<file path="src/inc/temp_sensor_params.svh">
// Constants of the temperature result, limit and status register block.
// Assumes inclusion by bare name from every design file that needs them.
`ifndef TEMP_SENSOR_PARAMS_SVH
`define TEMP_SENSOR_PARAMS_SVH

// ****************************************
// Register pointer values
// ****************************************
`define REG_STATUS       3'h0
`define REG_CONFIG       3'h1
`define REG_TEMP         3'h2
`define REG_IDENT        3'h3
`define REG_CRIT         3'h4
`define REG_HYST         3'h5
`define REG_HIGH         3'h6
`define REG_LOW          3'h7
`define PTR_RST          3'h0

// ****************************************
// Reset values
// ****************************************
`define STATUS_RST       8'h80
`define READY_N_RST      1'b1
`define CONFIG_RST       8'h00
`define TEMP_RST         16'h0000
`define CRIT_RST         16'h4980
`define HYST_RST         8'h05
`define HIGH_RST         16'h2000
`define LOW_RST          16'h0500
`define IDENT_DEFAULT    8'h3c

// ****************************************
// Field positions
// ****************************************
`define CFG_RES_BIT      7
`define CFG_MODE_HI      6
`define CFG_MODE_LO      5
`define ST_READY_BIT     7
`define ST_CRIT_BIT      6
`define ST_HIGH_BIT      5
`define ST_LOW_BIT       4
`define RES_FLAG_BITS    3
`define MODE_CONT        2'h0
`define MODE_ONESHOT     2'h1
`define MODE_FAST        2'h2
`define MODE_SHUTDOWN    2'h3

// ****************************************
// Scaling and timing
// ****************************************
`define CODE16_PER_DEG_LOG2 7
`define CLK_HZ           64'd10000000
`define CONV_TIME_MS     64'd240
`define FAST_TIME_MS     64'd60
`define CONV_CYCLES      (`CONV_TIME_MS * `CLK_HZ / 64'd1000)
`define FAST_CYCLES      (`FAST_TIME_MS * `CLK_HZ / 64'd1000)

`endif

</file>
<file path="src/inc/temp_sensor_pkg.sv">
// Types shared by the temperature result and limit register block.
// Assumes nothing beyond a SystemVerilog compiler.
package temp_sensor_pkg;

  // ****************************************
  // Register access request from framing
  // ****************************************
  typedef struct packed {
    logic        cmd_ld;
    logic [2:0]  ptr;
    logic        rd;
    logic        wr;
    logic [15:0] wdata;
  } reg_req_t;

  // ****************************************
  // Limit flags
  // ****************************************
  typedef struct packed {
    logic crit;
    logic high;
    logic low;
  } limit_flags_t;

  typedef enum logic {CONV_IDLE, CONV_RUN} conv_state_t;

endpackage
</file>
<file path="src/hdl/conv_timer.sv">
// Conversion pacing: continuous, one-shot, fast one-shot, shutdown.
// Assumes a one-cycle start pulse on every configuration write.
`timescale 1ns/1ps
module conv_timer
  import temp_sensor_pkg::*;
#(
  parameter int unsigned CONV_CYCLES = 2400000,
  parameter int unsigned FAST_CYCLES = 600000
)
(
  // Clock and reset
  input  wire logic       clk,
  input  wire logic       rst,
  // Control
  input  wire logic [1:0] mode,
  input  wire logic       start,
  // Conversion finished
  output logic            done_q
);
  `include "temp_sensor_params.svh"

  conv_state_t state_q;
  logic [31:0] cnt_q;
  logic [31:0] last;

  // Fast mode trades accuracy for a quarter of the time
  assign last = (mode == `MODE_FAST) ? FAST_CYCLES - 32'd1
                                     : CONV_CYCLES - 32'd1;

  // Back to back in continuous mode, then idle after a one-shot
  always_ff @(posedge clk or posedge rst)
  begin
    if (rst)
    begin
      state_q <= CONV_RUN;
      cnt_q   <= 32'h0;
      done_q  <= 1'b0;
    end
    else
    begin
      done_q <= 1'b0;
      if (start)
      begin
        cnt_q   <= 32'h0;
        state_q <= (mode == `MODE_SHUTDOWN) ? CONV_IDLE : CONV_RUN;
      end
      else
      begin
        case (state_q)
          CONV_IDLE:
          begin
            cnt_q <= 32'h0;
          end
          CONV_RUN:
          begin
            if (cnt_q >= last)
            begin
              done_q  <= 1'b1;
              cnt_q   <= 32'h0;
              state_q <= (mode == `MODE_CONT) ? CONV_RUN : CONV_IDLE;
            end
            else
            begin
              cnt_q <= cnt_q + 32'h1;
            end
          end
          default:
          begin
            state_q <= CONV_IDLE;
          end
        endcase
      end
    end
  end

endmodule

</file>
<file path="src/hdl/limit_compare.sv">
// Setpoint comparison with hysteresis for one temperature code.
// Assumes code and setpoints share the 16-bit scale of 128 codes per degree; hysteresis is in whole degrees.
`timescale 1ns/1ps
module limit_compare
  import temp_sensor_pkg::*;
(
  // Code and setpoints
  input  wire logic [15:0] code,
  input  wire logic [15:0] crit_sp,
  input  wire logic [15:0] high_sp,
  input  wire logic [15:0] low_sp,
  input  wire logic [7:0]  hyst,
  // Verdicts
  output limit_flags_t     set_flags,
  output limit_flags_t     clr_flags
);
  `include "temp_sensor_params.svh"

  // Sign extend so the hysteresis offset cannot wrap
  function automatic logic signed [17:0] widen(input logic [15:0] v);
    return {{2{v[15]}}, v};
  endfunction

  // Setpoint moved by whole degrees of hysteresis
  function automatic logic signed [17:0] shift_sp(input logic [15:0] sp,
                                                   input logic [7:0] h,
                                                   input logic up);
    logic signed [17:0] off;
    off = {3'h0, h, `CODE16_PER_DEG_LOG2'h0};
    return up ? widen(sp) + off : widen(sp) - off;
  endfunction

  logic signed [17:0] t;

  // Trip and release decisions
  always_comb
  begin
    t              = widen(code);
    set_flags.low  = t < widen(low_sp);
    set_flags.high = t > widen(high_sp);
    set_flags.crit = t > widen(crit_sp);
    clr_flags.low  = t > shift_sp(low_sp, hyst, 1'b1);
    clr_flags.high = t < shift_sp(high_sp, hyst, 1'b0);
    clr_flags.crit = t < shift_sp(crit_sp, hyst, 1'b0);
  end

endmodule

</file>
<file path="src/hdl/temp_sensor_regs.sv">
// Temperature result formatting, limit flags and the eight-register map.
// Assumes requests come from serial framing logic on the same clock and
// that the converter code arrives on pins from another domain.
`timescale 1ns/1ps
`include "temp_sensor_params.svh"
module temp_sensor_regs
  import temp_sensor_pkg::*;
#(
  parameter int unsigned CONV_CYCLES = 32'(`CONV_CYCLES),
  parameter int unsigned FAST_CYCLES = 32'(`FAST_CYCLES),
  parameter logic [7:0]  IDENT       = `IDENT_DEFAULT  // Arbitrary value
)
(
  // Clock and reset
  input  wire logic        clk,
  input  wire logic        rst,
  // Register access from the serial framing logic
  input  wire reg_req_t    req,
  output logic [15:0]      rd_data_q,
  output logic             rd_valid_q,
  // Converter code, 128 codes per degree
  input  wire logic [15:0] adc_code,
  // Status view
  output logic             conversion_ready_n,
  output limit_flags_t     flags_out_q
);

  // ****************************************
  // Register state
  // ****************************************
  logic [2:0]   register_pointer_field_q;
  logic [7:0]   cfg_q;
  logic [15:0]  temp_q;
  logic [15:0]  crit_q;
  logic [7:0]   hyst_q;
  logic [15:0]  high_q;
  logic [15:0]  low_q;
  limit_flags_t flags_q;
  logic         ready_n_q;

  // ****************************************
  // Converter input synchroniser
  // ****************************************
  logic [15:0] adc_meta_q;
  logic [15:0] adc_sync_q;

  // Code changes only between conversions, so a plain two-stage pass is safe
  always_ff @(posedge clk or posedge rst)
  begin
    if (rst)
    begin
      adc_meta_q <= 16'h0;
      adc_sync_q <= 16'h0;
    end
    else
    begin
      adc_meta_q <= adc_code;
      adc_sync_q <= adc_meta_q;
    end
  end

  // ****************************************
  // Access decode
  // ****************************************
  logic [2:0] addr;
  logic       status_rd;
  logic       temp_rd;
  logic       cfg_wr;
  logic       oneshot_wr;
  logic [1:0] new_mode;
  logic [1:0] cur_mode;
  logic       res16;

  // A command in the same cycle steers the access at once
  assign addr      = req.cmd_ld ? req.ptr : register_pointer_field_q;
  assign status_rd = req.rd && (addr == `REG_STATUS);
  assign temp_rd   = req.rd && (addr == `REG_TEMP);
  assign cfg_wr    = req.wr && (addr == `REG_CONFIG);
  assign new_mode  = req.wdata[`CFG_MODE_HI:`CFG_MODE_LO];
  assign cur_mode  = cfg_q[`CFG_MODE_HI:`CFG_MODE_LO];
  assign res16     = cfg_q[`CFG_RES_BIT];

  // Write of either one-shot pattern to the mode bits
  assign oneshot_wr = cfg_wr && ((new_mode == `MODE_ONESHOT) ||
                                 (new_mode == `MODE_FAST));

  // ****************************************
  // Conversion pacing
  // ****************************************
  logic       conv_done;
  logic [1:0] timer_mode;

  // Timer must see the mode being written, not the stale one
  assign timer_mode = cfg_wr ? new_mode : cur_mode;

  conv_timer #(
    .CONV_CYCLES (CONV_CYCLES),
    .FAST_CYCLES (FAST_CYCLES)
  ) u_timer (
    .clk    (clk),
    .rst    (rst),
    .mode   (timer_mode),
    .start  (cfg_wr),
    .done_q (conv_done)
  );

  // ****************************************
  // Result formatting and comparison
  // ****************************************
  logic [15:0]  code_fmt;
  logic [15:0]  crit_cmp;
  logic [15:0]  high_cmp;
  logic [15:0]  low_cmp;
  limit_flags_t set_flags;
  limit_flags_t clr_flags;
  limit_flags_t flags_d;
  logic [15:0]  temp_d;

  // Drops the three low bits when only 13 bits are resolved
  function automatic logic [15:0] trim(input logic [15:0] v,
                                       input logic wide);
    return wide ? v : {v[15:`RES_FLAG_BITS], `RES_FLAG_BITS'h0};
  endfunction

  // Step of 1/16 degC at 13 bits, 1/128 degC at 16 bits
  assign code_fmt = trim(adc_sync_q, res16);
  assign crit_cmp = trim(crit_q, res16);
  assign high_cmp = trim(high_q, res16);
  assign low_cmp  = trim(low_q, res16);

  limit_compare u_cmp (
    .code      (code_fmt),
    .crit_sp   (crit_cmp),
    .high_sp   (high_cmp),
    .low_sp    (low_cmp),
    .hyst      (hyst_q),
    .set_flags (set_flags),
    .clr_flags (clr_flags)
  );

  // Flags after this conversion, hysteresis release only on conversion
  always_comb
  begin
    flags_d = flags_q;
    if (status_rd)
    begin
      flags_d = '0;
    end
    if (conv_done)
    begin
      if (clr_flags.low)
      begin
        flags_d.low = 1'b0;
      end
      if (clr_flags.high)
      begin
        flags_d.high = 1'b0;
      end
      if (clr_flags.crit)
      begin
        flags_d.crit = 1'b0;
      end
      // Setting beats any clear arriving in the same cycle
      flags_d = flags_d | set_flags;
    end
  end

  // Flags ride in the low bits only at 13-bit resolution
  always_comb
  begin
    if (res16)
    begin
      temp_d = code_fmt;
    end
    else
    begin
      temp_d = {code_fmt[15:`RES_FLAG_BITS],
                flags_d.crit, flags_d.high, flags_d.low};
    end
  end

  // ****************************************
  // Result and flag registers
  // ****************************************
  always_ff @(posedge clk or posedge rst)
  begin
    if (rst)
    begin
      temp_q  <= `TEMP_RST;
      flags_q <= '0;
    end
    else
    begin
      if (conv_done)
      begin
        temp_q <= temp_d;
      end
      flags_q <= flags_d;
    end
  end

  // Ready is active low; a fresh result outranks a clearing access
  always_ff @(posedge clk or posedge rst)
  begin
    if (rst)
    begin
      ready_n_q <= `READY_N_RST;
    end
    else if (conv_done)
    begin
      ready_n_q <= 1'b0;
    end
    else if (temp_rd || oneshot_wr)
    begin
      ready_n_q <= 1'b1;
    end
  end

  // ****************************************
  // Pointer and writable registers
  // ****************************************
  always_ff @(posedge clk or posedge rst)
  begin
    if (rst)
    begin
      register_pointer_field_q <= `PTR_RST;
    end
    else if (req.cmd_ld)
    begin
      register_pointer_field_q <= req.ptr;
    end
  end

  // Result, status and ident have no write path
  always_ff @(posedge clk or posedge rst)
  begin
    if (rst)
    begin
      cfg_q  <= `CONFIG_RST;
      crit_q <= `CRIT_RST;
      hyst_q <= `HYST_RST;
      high_q <= `HIGH_RST;
      low_q  <= `LOW_RST;
    end
    else if (req.wr)
    begin
      if (addr == `REG_CONFIG)
      begin
        cfg_q <= req.wdata[7:0];
      end
      else if (addr == `REG_CRIT)
      begin
        crit_q <= req.wdata;
      end
      else if (addr == `REG_HYST)
      begin
        hyst_q <= req.wdata[7:0];
      end
      else if (addr == `REG_HIGH)
      begin
        high_q <= req.wdata;
      end
      else if (addr == `REG_LOW)
      begin
        low_q <= req.wdata;
      end
    end
  end

  // ****************************************
  // Read path
  // ****************************************
  logic [15:0] rd_mux;

  // Eight-bit registers sit in the low byte, upper byte zero
  always_comb
  begin
    if (addr == `REG_STATUS)
    begin
      rd_mux = {8'h0, ready_n_q, flags_q.crit, flags_q.high,
                flags_q.low, 4'h0};
    end
    else if (addr == `REG_CONFIG)
    begin
      rd_mux = {8'h0, cfg_q};
    end
    else if (addr == `REG_TEMP)
    begin
      rd_mux = temp_q;
    end
    else if (addr == `REG_IDENT)
    begin
      rd_mux = {8'h0, IDENT};
    end
    else if (addr == `REG_CRIT)
    begin
      rd_mux = crit_q;
    end
    else if (addr == `REG_HYST)
    begin
      rd_mux = {8'h0, hyst_q};
    end
    else if (addr == `REG_HIGH)
    begin
      rd_mux = high_q;
    end
    else
    begin
      rd_mux = low_q;
    end
  end

  // Data holds until the next read so framing may shift it out slowly
  always_ff @(posedge clk or posedge rst)
  begin
    if (rst)
    begin
      rd_data_q  <= 16'h0;
      rd_valid_q <= 1'b0;
    end
    else
    begin
      rd_valid_q <= req.rd;
      if (req.rd)
      begin
        rd_data_q <= rd_mux;
      end
    end
  end

  // ****************************************
  // Status outputs
  // ****************************************
  assign conversion_ready_n = ready_n_q;

  // Registered copy of the limit flags for pin logic elsewhere
  always_ff @(posedge clk or posedge rst)
  begin
    if (rst)
    begin
      flags_out_q <= '0;
    end
    else
    begin
      flags_out_q <= flags_d;
    end
  end

endmodule

</file>
<file path="config.mk">
export PLATFORM = sky130hd
export DESIGN_NAME = temp_sensor_regs
export DESIGN_NICKNAME = d
export VERILOG_FILES = /design/src/inc/temp_sensor_pkg.sv /design/src/hdl/conv_timer.sv /design/src/hdl/limit_compare.sv /design/src/hdl/temp_sensor_regs.sv
export VERILOG_INCLUDE_DIRS = /design/src /design/src/inc
export SDC_FILE = /design/constraint.sdc
export NUM_CORES = 1
export LEC_CHECK = 0
export BUFFER_PORTS_ARGS = -buffer_cell sky130_fd_sc_hd__buf_2
export CAP_MARGIN = 20
export CORE_ASPECT_RATIO = 2
export CORE_MARGIN = 5
export CORE_UTILIZATION = 50
export DETAILED_ROUTE_END_ITERATION = 6
export GPL_ROUTABILITY_DRIVEN = 0
export PLACE_DENSITY = 0.67
export SKIP_LAST_GASP = 1
export SYNTH_ARGS = -nofsm -noshare
export SYNTH_HDL_FRONTEND = slang
export SYNTH_HIERARCHICAL = 1
export SYNTH_SLANG_ARGS = --single-unit
</file>
<file path="constraint.sdc">
create_clock -name clk -period 7 [get_ports clk]
set_input_delay 1.05 -clock clk [delete_from_list [all_inputs] [get_ports clk]]
set_output_delay 1.05 -clock clk [all_outputs]
set_load 0.05 [all_outputs]
</file>
==> impl_metrics.json <==
{
  "ioPinCount": 61,
  "post_synth_inst_count": 1021,
  "grt_first_pass_wirelength_mm": 47.30,
  "prevailing_post_synth_register_cell": "dfrtp_1",
  "routed_via_density": 6.073,
  "die_area_um2": 24710,
  "cts-hold-fix-buffers": 0,
  "static-leakage-power_nw": 5.340,
  "critical_path.top_delay_family": "buffers and inverters",
  "cp-start-kind": "input pin",
  "slew_violations": 0,
  "cap_viol_max_count": 0,
  "crit_fanout": 26,
  "tritoncts": "done",
  "worst_ep_arrival_time_ns": 5.53,
  "post-place-ws_ns": 1.436,
  "core_region_area_um2": 21400,
  "final_critical_path_setup_slack_ns": 1.815,
  "yosysTopAreaCellShare_pct": 37.02,
  "antenna_cells": 0,
  "rsz_0062_raised_after_global_routing": "false",
  "yosys-top-cells-count": "159 x dfrtp_1, 107 x ha_1, 79 x inv_1, 78 x nand2_1, 65 x a21oi_1",
  "max_freq_mhz": 192.9,
  "die-height_um": 217.3,
  "maximum_number_of_pins_on_one_net_before_global_route_repair": 84,
  "clock_path_buffers": 2,
  "synth_area_per_cell_um2": 10.53,
  "ir_worst_vdd_mv": 0.2088,
  "via_count_of_the_first_global_routing_pass": 8782,
  "critical_path.slowest_cell": "mux2i_4",
  "grt_overflow_total": 0,
  "path_clk_slew_ns": 0.06,
  "finalClockSkew_ns": 0.01181,
  "syn_to_final_growth_pct": 10.02,
  "hp-class": "register to register",
  "period_share_pct": 74.08,
  "crit_start": "req[21]",
  "post_cts.resized_instances": 0,
  "final_hold_viol_count": 0,
  "critical_path_buf_inv_count": 4,
  "post_cts.repair.setup_buffers": 0,
  "cts-buffers-inserted": 17,
  "drc": 0,
  "async_flop_share_pct": 100.0,
  "outcome": "completed",
  "critPathKind": "input pin to register",
  "power.density_cell_area_nw_per_um2": 370.2,
  "synth_most_common_cell": "dfrtp_1",
  "port_buffers": 60,
  "clock_latency_ns": 0.44,
  "post_layout_instance_area_um2": 11830,
  "ys_seq_area_share_pct": 39.71,
  "hold_path_startpoint": "adc_meta_q[3]$_DFF_PP0_",
  "critical_path.cell_chain": "buf_2, mux2i_4, inv_4, nand3_4, mux2_2, nor2b_1, inv_1, ha_1, a211o_1, nor4_1, a31oi_1, o2111a_1, buf_4, nor4_2",
  "yosys_warnings": 6,
  "setup_viol_count_final": 0,
  "num_rows": 76,
  "initial_utilization_pct": 50.23,
  "period_needed_ns": 5.185,
  "final_cells": 1371,
  "wl_per_cell_um": 22.26,
  "worst_setup_path_end_kind": "register",
  "place.detailed.hpwl_mm": 23.85,
  "ys_ff_latch": 170,
  "cells_after_dpl": 1339,
  "dpl_cell_area_um2": 11260,
  "h-tree-depth": 4,
  "relative_max_transition_margin_pct": 39.85,
  "detailroute.via_count": 8326,
  "finalSetupTns_ns": 0,
  "crit_required_ns": 7.34,
  "overall_global_routing_resource_usage_pct": 25.42,
  "post_synth_instance_area_um2": 10750,
  "cts.sink_count": 170,
  "die_w_um": 113.7,
  "finalNetCount": 1235,
  "yosys-top-cells-area": "dfrtp_1 37%, ha_1 12%, mux2_2 5.3%, a21oi_1 3.0%, inv_1 2.8%",
  "post_route_ant_nets": 0,
  "drtIter0Drc": 413,
  "final_layout_size_suffix_gt1_share_pct": 20.58,
  "synth_edf_count": 0,
  "cts_root_buffer": "clkbuf_16",
  "routed_wirelength_mm": 30.52,
  "synth.distinct_cells": 85,
  "antenna_found_initial": 0,
  "critical-path-max-stage-delay_ns": 0.57,
  "firstDrtPassIters": 5,
  "worst-slew-pin-transition_ns": 0.9013,
  "synth_top_cell_by_area": "dfrtp_1",
  "worstReg2RegStart": "register_pointer_field_q[1]$_DFF_PP0_"
}
layout make-up:
type | count | area, um2
clock buffer | 19 | 432.9
inverter | 83 | 321.6
timing repair buffer | 66 | 345.3
fill | 1953 | 9570
sequential | 170 | 4268
tap | 273 | 341.6
clock inverter | 13 | 135.1
multi-input combinational | 747 | 5981
path summary, 6_finish.rpt:
path / slack (ns) / end / depth (start not counted)
hold / removal: 0.35 / adc_sync_q[3]$_DFF_PP0_ / 0
setup / recovery: 1.81 / u_timer/cnt_q[11]$_DFF_PP0_ / 14
max in group asynchronous: 5.06 / register_pointer_field_q[2]$_DFF_PP0_ / 3
min in group asynchronous: 0.73 / u_timer/cnt_q[29]$_DFF_PP0_ / 3
hold reg to reg: 0.35 / adc_sync_q[3]$_DFF_PP0_ / 0
setup reg to reg: 2.46 / u_timer/cnt_q[11]$_DFF_PP0_ / 13
state kept, by name, summed over array words and instances (netlist names), 3 cells and up:
register	count
temp_q	16
register_pointer_field_q	3
rd_data_q	16
flags_out_q	3
crit_q	16
u_timer/cnt_q	32
hyst_q	8
low_q	16
high_q	16
cfg_q	8
adc_sync_q	16
adc_meta_q	16
power breakdown:
part / internal [mW] / switching (mW) / total (mW)
logic: 0.845 / 1.12 / 1.96
registers: 1.22 / 0.275 / 1.49
clock network: 0.500 / 0.424 / 0.924
total: 2.56 / 1.82 / 4.38
layout by cell type (no fill, tap or decap), types with 12 or more instances in the layout:
cell type and instances:
dfrtp_1 159, ha_1 107, nand2_1 78, inv_1 78
a21oi_1 65, buf_2 60, mux2_2 51, o21ai_0 38
nor2_1 29, xor2_1 24, nand3_1 21, nor4_2 20
clkbuf_16 17, nand4_1 16, xnor2_1 16, a211oi_1 15
nor3_1 13, o22ai_1 13, and3_1 13, and2_1 12
a21o_1 12
stage by stage:
stage | power, mW | utilization [%] | hold WS [ns]
after global routing | 4.693 | 55.27 | 0.3531
final | 4.377 | 55.27 | 0.3472
after floorplan | 2.905 | - | 0.3312
after detailed placement | 3.439 | 52.61 | 0.3347
after CTS | 4.379 | 55.27 | 0.3502
after global placement | 3.385 | 52.61 | 0.3322
logic make-up after synthesis:
logic type | count (synthesis) | share of synthesized area (%)
AOI/OAI and AO/OA | 245 | 15.67
xor gates and xnor gates | 40 | 3.260
adders and majority gates | 111 | 13.12
buffers and inverters | 113 | 4.959
DFF | 170 | 39.71
muxes | 75 | 8.393
other | 1 | 0.03489
and+or+nand+nor | 266 | 14.85
worst register-to-register path, delay by kind of cell (launching register included):
family | cells | cell delay [ns]
fa+ha+maj | 1 | 0.36
compound gates | 3 | 0.85
simple gates | 6 | 1.80
flops | 1 | 0.51
buf+inv | 2 | 0.60
mux | 1 | 0.33
layer usage:
layer  up-vias  part of all wire [%]  routed length (um)  track usage [%]
li1       3861                     -                   -                -
met1      4036                    33               10000            23.62
met2       284                    52               16000            45.40
met3       145                   3.8                1162            3.923
met4         0                    11                3356            24.59
met5         -                     0                   0                0
Note: power is estimated with default switching activity, not from simulation.
